--- src/design/mtc_cfg.svh ---
// Constants for the measurement trigger control block: register offsets,
// field positions, reset values and timing counts.
// Assumes inclusion by bare name from the design module and the testbench files.
`ifndef MTC_CFG_SVH
`define MTC_CFG_SVH

// Register byte offsets on the AHB-Lite bus.
`define MTC_OFS_CMD          12'h000
`define MTC_OFS_SRC          12'h004
`define MTC_OFS_MODE         12'h008
`define MTC_OFS_DELAY        12'h00C
`define MTC_OFS_HOLDOFF      12'h010
`define MTC_OFS_HYST         12'h014
`define MTC_OFS_LEVEL        12'h018
`define MTC_OFS_STATUS       12'h01C
`define MTC_OFS_ERROR        12'h020

// Command register bit positions (write one to issue).
`define MTC_CMD_ARM          0
`define MTC_CMD_IMM          1
`define MTC_CMD_GET          2
`define MTC_CMD_TRG          3
`define MTC_CMD_RESET        4
`define MTC_CMD_LOCAL        5
`define MTC_CMD_MEASCONF     6
`define MTC_CMD_ERRCLR       7

// Mode register bit positions.
`define MTC_MODE_CONT        0
`define MTC_MODE_SLOPE_NEG   1
`define MTC_MODE_SETTLE      2
`define MTC_MODE_SWEEP       3
`define MTC_MODE_RATE200     4
`define MTC_MODE_DET_AVG     5
`define MTC_MODE_SENS_AVG    6
`define MTC_MODE_ADJ_EXTINT  7
`define MTC_MODE_ADJ_AVG     8
`define MTC_MODE_SLAVED      9

// Reset values. Delay in 1.25 ns units, holdoff in 1 ns units,
// hysteresis in 0.05 dB units, level in 0.1 dBm units.
`define MTC_RST_DELAY        32'sh0000_0000
`define MTC_RST_HOLDOFF      32'h0000_03E8
`define MTC_HOLDOFF_MIN      32'h0000_03E8
`define MTC_HOLDOFF_MAX      32'h17D7_8400
`define MTC_DELAY_MAX        32'sh2FAF_0800
`define MTC_HYST_MAX         8'h3C
`define MTC_LEVEL_MIN        -16'sh0190
`define MTC_LEVEL_MAX        16'sh00C8
`define MTC_RST_HYST         8'h00
`define MTC_RST_LEVEL        16'sh0000

// Clock period in ps; delay unit 1250 ps, holdoff unit 1000 ps.
`define MTC_CLK_PS           40000
`define MTC_DELAY_UNIT_PS    1250
`define MTC_HOLD_UNIT_PS     1000
`define MTC_SETTLE_CYCLES    16'h0100
`define MTC_HIST_DEPTH       64

// Error codes, signed, as reported.
`define MTC_ERR_NONE         16'sh0000
`define MTC_ERR_TRIG_IGN     -16'sd211
`define MTC_ERR_CONFLICT     -16'sd221

`endif

--- src/design/mtc_pkg.sv ---
// Types for the measurement trigger control block.
// Assumes the constants header is available on the include path.
package mtc_pkg;
    // Trigger source selection codes.
    typedef enum logic [2:0] {
        SRC_ALWAYS, SRC_BUS, SRC_HOLD, SRC_EXT, SRC_CH1, SRC_CH2
    } mtc_src_type;

    typedef enum logic [1:0] {
        ST_IDLE, ST_WAIT, ST_DELAY, ST_MEASURE
    } mtc_state_type;

    // Level samples from both channels, 0.1 dBm units.
    typedef struct packed {
        logic signed [15:0] ch1;
        logic signed [15:0] ch2;
    } mtc_power_type;
endpackage : mtc_pkg

--- src/design/mtc_trigger.sv ---
// Trigger control for one measurement channel, with an AHB-Lite register slave.
// Assumes power samples arrive on sys_clk_i, one per cycle, and the external
// trigger pin is asynchronous.
//
// Notes on behaviour
// Immediate trigger fires at once only while waiting; result stored.
// Immediate trigger outside wait is dropped, error -211 posted.
// Writing the source never arms; arm command is separate.
// Bus source accepts GET, common trigger, or immediate trigger.
// External source takes the rear trigger input pin.
// Hold source ignores everything except immediate trigger.
// Always source: condition always met; free runs or one shot.
// Internal source qualifies on channel one or channel two level.
// Reset, power-up and local mode force source to always.
// Measure and configure commands set source to always.
// Host avoids read or measure with bus or hold source.
// Source query returns the selected source code.
// Master change to always/bus/hold while slaved: error -221.
// Internal/external with adjacent internal/external in other mode: -221.
// Internal/external while reading rate is 200: error -221.
// Internal/external while detector function averages: error -221.
// Signed delay between trigger and measurement, 1.25 ns units.
// Delay ignored in power or frequency sweep mode.
// Holdoff 1 us to 400 ms, 1 ns units, resets to 1 us.
// Holdoff ignored in sweep mode.
// Hysteresis must be crossed before the next edge is accepted.
// Power threshold -40 to 20 dBm, 0.1 dBm, resets to 0.
// Settling enable reads one when on, zero when off.
// Slope picks rising or falling crossings of the level.
// Continuous mode restarts a cycle at once without idle.
// Holdoff timed from each accepted event; events ignored meanwhile.
// Negative delay uses a pretrigger history of samples.
//
// The register addresses and register access over AHB-Lite are this design's own decisions.
`include "mtc_cfg.svh"

module mtc_trigger (
    input  wire logic                  sys_clk_i,
    input  wire logic                  reset_i,
    input  wire logic                  hsel_i,
    input  wire logic [11:0]           haddr_i,
    input  wire logic [1:0]            htrans_i,
    input  wire logic                  hwrite_i,
    input  wire logic [2:0]            hsize_i,
    input  wire logic [31:0]           hwdata_i,
    input  wire logic                  hready_i,
    output logic      [31:0]           hrdata_o,
    output logic                       hreadyout_o,
    output logic                       hresp_o,
    input  wire logic                  ext_trig_i,
    input  wire mtc_pkg::mtc_power_type power_i,
    input  wire logic                  meas_done_i,
    output logic                       meas_start_o,
    output logic signed [15:0]         meas_sample_o,
    output logic                       waiting_o
);

    // ------------------------------------------------------------------
    // State
    // ------------------------------------------------------------------
    localparam int DLY_DIV = `MTC_CLK_PS / `MTC_DELAY_UNIT_PS;
    localparam int HLD_DIV = `MTC_CLK_PS / `MTC_HOLD_UNIT_PS;

    typedef struct packed {
        logic                  ext_s1;
        logic                  ext_s2;
        logic                  ext_d;
        logic                  wr_pend;
        logic [11:0]           wr_addr;
        logic [31:0]           rdata;
        mtc_pkg::mtc_src_type  src;
        logic [9:0]            mode;
        logic signed [31:0]    delay;
        logic [31:0]           holdoff;
        logic [7:0]            hyst;
        logic signed [15:0]    level;
        logic signed [15:0]    err;
        mtc_pkg::mtc_state_type st;
        logic                  armed_edge;
        logic [31:0]           cnt;
        logic [31:0]           hold_cnt;
        logic [5:0]            hist_ptr;
        logic [5:0]            tap;
        logic                  start;
        logic signed [15:0]    sample;
        logic                  stored;
    } mtc_state_reg_type;

    mtc_state_reg_type s_r;
    mtc_state_reg_type s_nxt;
    logic signed [15:0] hist_r [`MTC_HIST_DEPTH];

    // Converts a time in fine units to whole clock cycles, rounded down.
    function automatic logic [31:0] to_cycles(input logic [31:0] units, input int div);
        to_cycles = units / 32'(div);
    endfunction : to_cycles

    // True when the source is one of the level or pin sources.
    function automatic logic is_hw_src(input mtc_pkg::mtc_src_type s);
        is_hw_src = (s == mtc_pkg::SRC_EXT) || (s == mtc_pkg::SRC_CH1)
                    || (s == mtc_pkg::SRC_CH2);
    endfunction : is_hw_src

    // ------------------------------------------------------------------
    // Combinational next state
    // ------------------------------------------------------------------
    logic                 cmd_w;
    logic [31:0]          wd;
    logic signed [15:0]   pw;
    logic signed [15:0]   thr;
    logic                 above;
    logic                 below;
    logic                 lvl_event;
    logic                 trig;
    logic                 sweep;
    logic [31:0]          dly_mag;
    mtc_pkg::mtc_src_type new_src;

    always_comb begin
        s_nxt      = s_r;
        wd         = hwdata_i;
        s_nxt.start = 1'b0;
        // Pin synchroniser; the second stage and its delayed copy ext_d feed the edge detect.
        s_nxt.ext_s1 = ext_trig_i;
        s_nxt.ext_s2 = s_r.ext_s1;
        s_nxt.ext_d  = s_r.ext_s2;
        s_nxt.hist_ptr = s_r.hist_ptr + 6'h01;
        sweep = s_r.mode[`MTC_MODE_SWEEP];
        cmd_w = s_r.wr_pend && (s_r.wr_addr == `MTC_OFS_CMD);
        new_src = mtc_pkg::mtc_src_type'(wd[2:0]);

        // channel selection
        pw  = (s_r.src == mtc_pkg::SRC_CH2) ? power_i.ch2 : power_i.ch1;
        thr = 16'(({8'h00, s_r.hyst} + 16'h0001) >> 1);
        // hysteresis band
        above = pw > (s_r.level + thr);
        below = pw < (s_r.level - thr);
        // edge polarity
        lvl_event = 1'b0;
        if (s_r.mode[`MTC_MODE_SLOPE_NEG]) begin
            if (s_r.armed_edge && below) begin
                lvl_event = 1'b1;
            end
            if (above) begin
                s_nxt.armed_edge = 1'b1;
            end
        end else begin
            if (s_r.armed_edge && above) begin
                lvl_event = 1'b1;
            end
            if (below) begin
                s_nxt.armed_edge = 1'b1;
            end
        end
        if (lvl_event) begin
            s_nxt.armed_edge = 1'b0;
        end

        // Source qualification.
        trig = 1'b0;
        case (s_r.src)
            // always true
            mtc_pkg::SRC_ALWAYS: trig = 1'b1;
            // bus triggers
            mtc_pkg::SRC_BUS: trig = cmd_w && (wd[`MTC_CMD_GET] || wd[`MTC_CMD_TRG]);
            // external pin edge
            mtc_pkg::SRC_EXT: trig = s_r.ext_s2 && !s_r.ext_d;
            mtc_pkg::SRC_CH1,
            mtc_pkg::SRC_CH2: trig = lvl_event;
            // hold blocks all but immediate
            default: trig = 1'b0;
        endcase
        // holdoff gating
        if (s_r.hold_cnt != 32'h0 && !sweep) begin
            trig = 1'b0;
        end
        if (s_r.hold_cnt != 32'h0) begin
            s_nxt.hold_cnt = s_r.hold_cnt - 32'h1;
        end

        // Trigger state machine.
        dly_mag = s_r.delay[31] ? 32'(-s_r.delay) : 32'(s_r.delay);
        case (s_r.st)
            mtc_pkg::ST_IDLE: begin
                // continuous arms itself
                if (s_r.mode[`MTC_MODE_CONT]) begin
                    s_nxt.st = mtc_pkg::ST_WAIT;
                end
            end
            mtc_pkg::ST_WAIT: begin
                // immediate trigger fires
                if ((cmd_w && wd[`MTC_CMD_IMM]) || trig) begin
                    // holdoff from event
                    s_nxt.hold_cnt = to_cycles(s_r.holdoff, HLD_DIV);
                    s_nxt.tap = 6'h00;
                    s_nxt.cnt = 32'h0;
                    // delay load
                    if (!sweep && !(cmd_w && wd[`MTC_CMD_IMM])) begin
                        if (s_r.delay[31]) begin
                            // pretrigger tap
                            s_nxt.tap = 6'(to_cycles(dly_mag, DLY_DIV));
                        end else begin
                            s_nxt.cnt = to_cycles(dly_mag, DLY_DIV);
                        end
                    end
                    if (s_r.mode[`MTC_MODE_SETTLE] && !(cmd_w && wd[`MTC_CMD_IMM])) begin
                        s_nxt.cnt = s_nxt.cnt + 32'(`MTC_SETTLE_CYCLES);
                    end
                    s_nxt.st = mtc_pkg::ST_DELAY;
                end
            end
            mtc_pkg::ST_DELAY: begin
                if (s_r.cnt != 32'h0) begin
                    s_nxt.cnt = s_r.cnt - 32'h1;
                end else begin
                    s_nxt.start  = 1'b1;
                    s_nxt.sample = hist_r[s_r.hist_ptr - s_r.tap - 6'h01];
                    s_nxt.st     = mtc_pkg::ST_MEASURE;
                end
            end
            mtc_pkg::ST_MEASURE: begin
                if (meas_done_i) begin
                    s_nxt.stored = 1'b1;
                    // one shot returns idle
                    s_nxt.st = s_r.mode[`MTC_MODE_CONT] ? mtc_pkg::ST_WAIT : mtc_pkg::ST_IDLE;
                end
            end
            default: s_nxt.st = mtc_pkg::ST_IDLE;
        endcase

        // Register writes, taken in the cycle after the address phase.
        if (s_r.wr_pend) begin
            case (s_r.wr_addr)
                `MTC_OFS_CMD: begin
                    if (wd[`MTC_CMD_ARM] && s_r.st == mtc_pkg::ST_IDLE) begin
                        s_nxt.st = mtc_pkg::ST_WAIT;
                    end
                    // ignored trigger error
                    if (wd[`MTC_CMD_IMM] && s_r.st != mtc_pkg::ST_WAIT) begin
                        s_nxt.err = `MTC_ERR_TRIG_IGN;
                    end
                    // reset or local forces always
                    if (wd[`MTC_CMD_RESET] || wd[`MTC_CMD_LOCAL]) begin
                        s_nxt.src = mtc_pkg::SRC_ALWAYS;
                    end
                    if (wd[`MTC_CMD_RESET]) begin
                        s_nxt.delay   = `MTC_RST_DELAY;
                        s_nxt.holdoff = `MTC_RST_HOLDOFF;
                        s_nxt.hyst    = `MTC_RST_HYST;
                        s_nxt.level   = `MTC_RST_LEVEL;
                        s_nxt.mode    = 10'h004;
                    end
                    // measure or configure
                    if (wd[`MTC_CMD_MEASCONF]) begin
                        s_nxt.src = mtc_pkg::SRC_ALWAYS;
                    end
                    if (wd[`MTC_CMD_ERRCLR] && !(wd[`MTC_CMD_IMM]
                            && s_r.st != mtc_pkg::ST_WAIT)) begin
                        s_nxt.err = `MTC_ERR_NONE;
                    end
                end
                `MTC_OFS_SRC: begin
                    // master change while slaved
                    if (s_r.mode[`MTC_MODE_SLAVED] && !is_hw_src(new_src)) begin
                        s_nxt.err = `MTC_ERR_CONFLICT;
                    // adjacent mode mismatch
                    end else if (is_hw_src(new_src) && s_r.mode[`MTC_MODE_ADJ_EXTINT]
                            && (s_r.mode[`MTC_MODE_ADJ_AVG] != s_r.mode[`MTC_MODE_SENS_AVG])) begin
                        s_nxt.err = `MTC_ERR_CONFLICT;
                    // rate and detector
                    end else if (is_hw_src(new_src) && (s_r.mode[`MTC_MODE_RATE200]
                            || s_r.mode[`MTC_MODE_DET_AVG])) begin
                        s_nxt.err = `MTC_ERR_CONFLICT;
                    end else if (wd[2:0] <= 3'h5) begin
                        // select only, no arming
                        s_nxt.src = new_src;
                    end
                end
                `MTC_OFS_MODE:    s_nxt.mode = wd[9:0];
                `MTC_OFS_DELAY: begin
                    if ($signed(wd) <= `MTC_DELAY_MAX && $signed(wd) >= -`MTC_DELAY_MAX) begin
                        s_nxt.delay = $signed(wd);
                    end
                end
                `MTC_OFS_HOLDOFF: begin
                    if (wd >= `MTC_HOLDOFF_MIN && wd <= `MTC_HOLDOFF_MAX) begin
                        s_nxt.holdoff = wd;
                    end
                end
                `MTC_OFS_HYST: begin
                    if (wd[7:0] <= `MTC_HYST_MAX && wd[31:8] == 24'h0) begin
                        s_nxt.hyst = wd[7:0];
                    end
                end
                `MTC_OFS_LEVEL: begin
                    // threshold range
                    if ($signed(wd[15:0]) >= `MTC_LEVEL_MIN
                            && $signed(wd[15:0]) <= `MTC_LEVEL_MAX) begin
                        s_nxt.level = $signed(wd[15:0]);
                    end
                end
                `MTC_OFS_STATUS:  s_nxt.stored = s_r.st == mtc_pkg::ST_MEASURE && meas_done_i;
                default: ;
            endcase
        end

        // Bus address phase capture and read data.
        s_nxt.wr_pend = hsel_i && hready_i && htrans_i[1] && hwrite_i;
        s_nxt.wr_addr = haddr_i;
        if (hsel_i && hready_i && htrans_i[1] && !hwrite_i) begin
            case (haddr_i)
                // source query
                `MTC_OFS_SRC:     s_nxt.rdata = {29'h0, s_r.src};
                `MTC_OFS_MODE:    s_nxt.rdata = {22'h0, s_r.mode};
                `MTC_OFS_DELAY:   s_nxt.rdata = s_r.delay;
                `MTC_OFS_HOLDOFF: s_nxt.rdata = s_r.holdoff;
                `MTC_OFS_HYST:    s_nxt.rdata = {24'h0, s_r.hyst};
                `MTC_OFS_LEVEL:   s_nxt.rdata = {{16{s_r.level[15]}}, s_r.level};
                // settling enable readback
                `MTC_OFS_STATUS:  s_nxt.rdata = {27'h0, s_r.mode[`MTC_MODE_SETTLE],
                                                 s_r.stored, 1'b0, s_r.st};
                `MTC_OFS_ERROR:   s_nxt.rdata = {{16{s_r.err[15]}}, s_r.err};
                default:          s_nxt.rdata = 32'h0;
            endcase
        end
    end

    // ------------------------------------------------------------------
    // Registers
    // ------------------------------------------------------------------
    always_ff @(posedge sys_clk_i or posedge reset_i) begin
        if (reset_i) begin
            s_r         <= '0;
            s_r.src     <= mtc_pkg::SRC_ALWAYS;
            s_r.st      <= mtc_pkg::ST_IDLE;
            s_r.holdoff <= `MTC_RST_HOLDOFF;
            s_r.mode    <= 10'h004;
        end else begin
            s_r <= s_nxt;
        end
    end

    // Pretrigger history; no reset, it only ever holds samples.
    always_ff @(posedge sys_clk_i) begin
        hist_r[s_r.hist_ptr] <= power_i.ch1;
    end

    assign hrdata_o      = s_r.rdata;
    assign hreadyout_o   = 1'b1;
    assign hresp_o       = 1'b0;
    assign meas_start_o  = s_r.start;
    assign meas_sample_o = s_r.sample;
    assign waiting_o     = (s_r.st == mtc_pkg::ST_WAIT);

endmodule : mtc_trigger

--- config.mk ---
export PLATFORM = sky130hd
export DESIGN_NAME = mtc_trigger
export DESIGN_NICKNAME = d
export VERILOG_FILES = /design/src/design/mtc_pkg.sv /design/src/design/mtc_trigger.sv
export VERILOG_INCLUDE_DIRS = /design/src /design/src/design
export SDC_FILE = /design/constraint.sdc
export NUM_CORES = 2
export LEC_CHECK = 0
export BUFFER_PORTS_ARGS = -buffer_cell sky130_fd_sc_hd__buf_2
export CAP_MARGIN = 20
export CELL_PAD_IN_SITES_DETAIL_PLACEMENT = 1
export CELL_PAD_IN_SITES_GLOBAL_PLACEMENT = 2
export CORE_MARGIN = 2
export CORE_UTILIZATION = 47
export CTS_CLUSTER_SIZE = 16
export DETAILED_ROUTE_END_ITERATION = 6
export GPL_TIMING_DRIVEN = 0
export MAX_ROUTING_LAYER = met4
export PLACE_DENSITY_LB_ADDON = 0.3
export SLEW_MARGIN = 20
export SYNTH_ARGS = -nofsm -noshare
export SYNTH_HDL_FRONTEND = slang
export SYNTH_SLANG_ARGS = --single-unit
--- constraint.sdc ---
create_clock -name sys_clk_i -period 11.5 [get_ports sys_clk_i]
set_clock_uncertainty 0.05 [all_clocks]
set_input_delay 0.575 -clock sys_clk_i [delete_from_list [all_inputs] [get_ports sys_clk_i]]
set_output_delay 0.575 -clock sys_clk_i [all_outputs]
set_load 0.005 [all_outputs]
# [Word-level counts from Yosys, hierarchy flattened]
# Memories as Yosys holds them, arrays and structs flattened.
# Cells that the tools add are included.
[word_totals] word_cells=212 inputBits=88 reg_bits=262 output_inout_bits=52 mem_bits_rw=1024 memories=1
[op_classes] n_addsub=10 n_mux=62 n_bitwise=1 n_eq_ne=42 reduce_logical=63 div=1 magnitude_cmp=10
[memory_table] name="hist_r" words=64 width=16 rd=1 rd_ports_with_merged_regs=0 wr=1 line_no="mtc_trigger.sv:91" rtl="logic signed [15:0] hist_r [`MTC_HIST_DEPTH];"
[ops] operator="$mux 32" n=9
[ops] operator="$pmux 32 s8" n=1
[ops] operator="$pmux 32 s2" n=3
[ops] operator="$mux 16" n=7
[ops] operator="$mux 98" n=1
[ops] operator="$eq 12x5->1 const B" n=8
[ops] operator="$mux 64" n=1
[ops] operator="$pmux 16 s2" n=2
[ops] operator="$reduce_bool 32->1" n=2
[ops] operator="$sub 32x1->32 const B" n=2
[ops] operator="$mux 27" n=2
[ops] operator="$eq 12x4->1 const B" n=4
[ops] operator="$mux 17" n=2
[ops] operator="$add 32x9->32 const B" n=1
[ops] operator="$div 32x6->32 const B" n=1
[ops] operator="$ge 32x10->1 const B" n=1
[ops] operator="$ge 32x31->1 const B" n=1
[ops] operator="$le 32x29->1 const B" n=1
[ops] operator="$le 32x31->1 const B" n=1
[ops] operator="$neg 32->32" n=1
[ops] operator="$logic_and 1x1->1" n=25
[ops] operator="$eq 12x3->1 const B" n=2
[ops] operator="$logic_not 24->1" n=1
[ops] operator="$ne 2x2->1 const B" n=10
[ops] operator="46 further kinds" n=100

# [Longest topological paths before layout]
[depth] ltp_word=15 depth_mapped=39 depth_no_buf=35

# [Least setup slack after synthesis]
# No wires, ideal clock.
[synth_timing] path_kind="reg-to-reg" startpoint="register s_r[166] (netlist name)" endpoint="register s_r[30] (netlist name)" arrival_time_ps=8886 period_less_slack_ps=9069 n_path_buf=2 path_stages_with_launch=35 path_slack_ps=2431 required_ps=11318 setup_time_ps=132 cell_sequence="dfrtp_1 -> or3b_1 -> clkbuf_1 -> a31oi_4 -> a211oi_2 -> o21a_1 -> or4_4 -> a21o_1 -> buf_4 -> o2111a_1 -> nor4_4 -> a31oi_4 -> a221oi_2 -> or4b_4 -> o21ai_2 -> mux2_4 -> a221oi_1 -> o22ai_2 -> o211ai_1 -> a32o_1 -> a21bo_2 -> o2111a_1 -> a2111o_1 -> o21ai_4 -> o2111ai_1 -> a211oi_4 -> mux2i_1 -> nand4_4 -> nor4b_4 -> o221a_2 -> o21ai_1 -> a221o_1 -> a32o_1 -> a211oi_1 -> o22ai_1"
[synth_lines] item="start, declared" line_no="mtc_trigger.sv:89" rtl="mtc_state_reg_type s_r;"
[synth_lines] item="start signal, assigned" line_no="mtc_trigger.sv:339" rtl="s_r <= s_nxt;"

==> flow_summary.ini <==
[run_status]
status = finished clean

[die]
pin_count = 140
initial_core_util_pct = 47.3
die_y_um = 357
row_count = 129
die-area_um2 = 127000
coreArea_um2 = 123000
die_w_um = 357

[final_layout]
area_delta_synth_final_pct = 15.1
mostFrequentLayoutCells = edfxtp_1 (1024), mux4_2 (321), nand2_1 (274)
fill_cells = 11700
utilization_pct = 54.4
layout-drive-gt1-share_pct = 22.9
multi_input_area_um2 = 20000
seq_area_um2 = 37000
final_nets = 4408
instances_no_fill = 6005
layout_commonest_cell = edfxtp_1
final_area_um2 = 67200

[worst_setup_path]
r2r_end = s_r[30]
cp_data_required_time_ps = 12090
arrival_ps = 11650
crit_slowest_cell = or4_4
rrSetupSlack_ps = 440
cpMostUsedCell = buf_4
worstRegToRegCells = 37
cp_max_fo = 10
critPathMaxStageDelay_ps = 550
crit_type = reg2reg
cp-start-kind = flop
end_kind = flop
r2r_start = s_r[166]

[sta]
finalCriticalPeriod_ps = 11060
max_freq_ghz = 0.0904
fin_crit_sh_pct = 96.2
worst_slew_pin_slew_ps = 1180
drv_slew = 0
hold_viol = 0
setup_violations = 0
relSlewSlack_pct = 21.4

[clocking]
clockBufferDepth = 3
cts-root-buf = clkbuf_16
clk_pin_slew_ps = 60
clock_sinks = 1273
clk_latency_ps = 790
cts_tree = done
h-tree-depth = 4
numCtsBuffers = 135

[yosys]
synth_cell_types = 129
synth.net_count = 4056
syn_area_um2 = 58400
synth_edf_count = 1024
synthArstFlopShare_pct = 19.6
synth.ff_latch_count = 1273
syn_inst = 3902
yosysSeqAreaShare_pct = 63.3
avgSynthCellArea_um2 = 15.0
yosys_warnings = 0
ys.flop_type = edfxtp_1

[hold_path]
worstHoldStart = hready_i
hold_class = in2reg
hold_end = s_r[258]
hold_depth = 2

[pwr]
power_density_nw_per_um2 = 155
finalPower_mw = 10.4
p_leak_nw = 23.1
ir_worst_vdd_v = 0.000124

[global_routing]
grt_pass1_wl_um = 263000
grt_pass1_vias = 38600
grt_max_degree = 97
grt.total_usage_pct = 29.0
overflow = 0
antenna_found_initial = 4

[placed_design]
portBuffers = 126
gp_congestion = 0.901
dpl_cell_area_um2 = 62300
dp_hpwl_um = 122000
dp.cells = 5730

[route]
wl_per_cell_um = 29.6
wl_um = 178000
dr.first_iter.drc_count = 4273
ant_nets = 0
drc = 0
viasPerCell = 6.34
vias = 38100
drt-pass1-iter-count = 6

[run]
cap_viol_max_count = 0
critical path, delay by kind of cell (launching register included):
kind                   cells  cell delay, ps
AOI/OAI and AO/OA         18            4650
buffers and inverters      5            1070
DFF                        1             480
muxes                      3            1010
and+or+nand+nor           11            3660
logic make-up after synthesis:
kind of cell	share of synthesized area, %
flops	63.3
simple gates	8.02
compound gates	9.00
mux	13.8
buf+inv	2.83
xor+xnor	1.53
fa+ha+maj	1.47
other cells	0.0129
synthesized netlist by cell type, types with 32 or more instances:
library cell | number | area (µm²)
nor2_1 | 250 | 938
mux2_2 | 35 | 394
nand2b_1 | 35 | 219
o21ai_0 | 197 | 986
a21oi_1 | 105 | 526
buf_4 | 56 | 420
xor2_1 | 44 | 385
nor4_1 | 37 | 231
nor3_1 | 65 | 325
mux2i_1 | 41 | 410
dfrtp_1 | 242 | 6060
inv_1 | 82 | 308
xnor2_1 | 58 | 508
a22o_1 | 64 | 561
nand2_1 | 274 | 1030
mux4_2 | 321 | 7230
ha_1 | 63 | 788
nand3_1 | 67 | 335
edfxtp_1 | 1024 | 30700
clkbuf_1 | 194 | 728
a31oi_1 | 32 | 200
sequential cells by signal (all words and copies together) (netlist names):
signal and flops:
hist_r 1024, s_r 198, hrdata_o 32, meas_sample_o 16, s_nxt 2, meas_start_o 1
worst max-delay path by stage:
stage,from,end,slack (ps)
floorplan,s_r[166],s_r[30],2430
detailed placement,s_r[163],s_r[31],-180
finish,s_r[166],s_r[30],440
global placement,s_r[163],s_r[31],-270
global route,s_r[168],s_r[30],-7
CTS,s_r[163],s_r[30],20
power by group:
part	leakage (nW)	internal (mW)	switching [mW]
sequential	12.5	5.06	0.0726
clock	2.25	2.58	1.92
combinational	8.37	0.263	0.508
what timing repair did:
item                                    in CTS  in global routing
gates resized for setup                      4                 15
hold buffers                                18                  0
endpoints found under the setup margin       3                  4
setup buffers                                1                  3
endpoints found under the hold margin      109                  0
pin swaps                                    1                  2
layout make-up:
type / instances / area share (%)
antenna: 4 / 0.0149
buffer: 290 / 1.98
clock buffer: 167 / 5.43
clock inverter: 80 / 1.42
inverter: 89 / 0.508
multi-input combinational: 2250 / 29.8
sequential: 1273 / 55.0
tap: 1637 / 3.05
timing repair buffer: 215 / 2.75
routing by layer:
metal	track usage [%]	wire, µm
met5	-	0
met4	6.68	3520
met3	5.22	14900
met1	41.7	76500
met2	43.4	82700
stage by stage:
step                      hold WS [ps]  worst slack [ps]  TNS [ps]
after floorplan                    281              2430         0
after global placement             310              -266      -637
after detailed placement           311              -181      -352
after CTS                         2.16              24.8         0
after global routing              25.2             -7.49     -7.49
final                             49.2               441         0
Power figures use the tool's default switching activity.
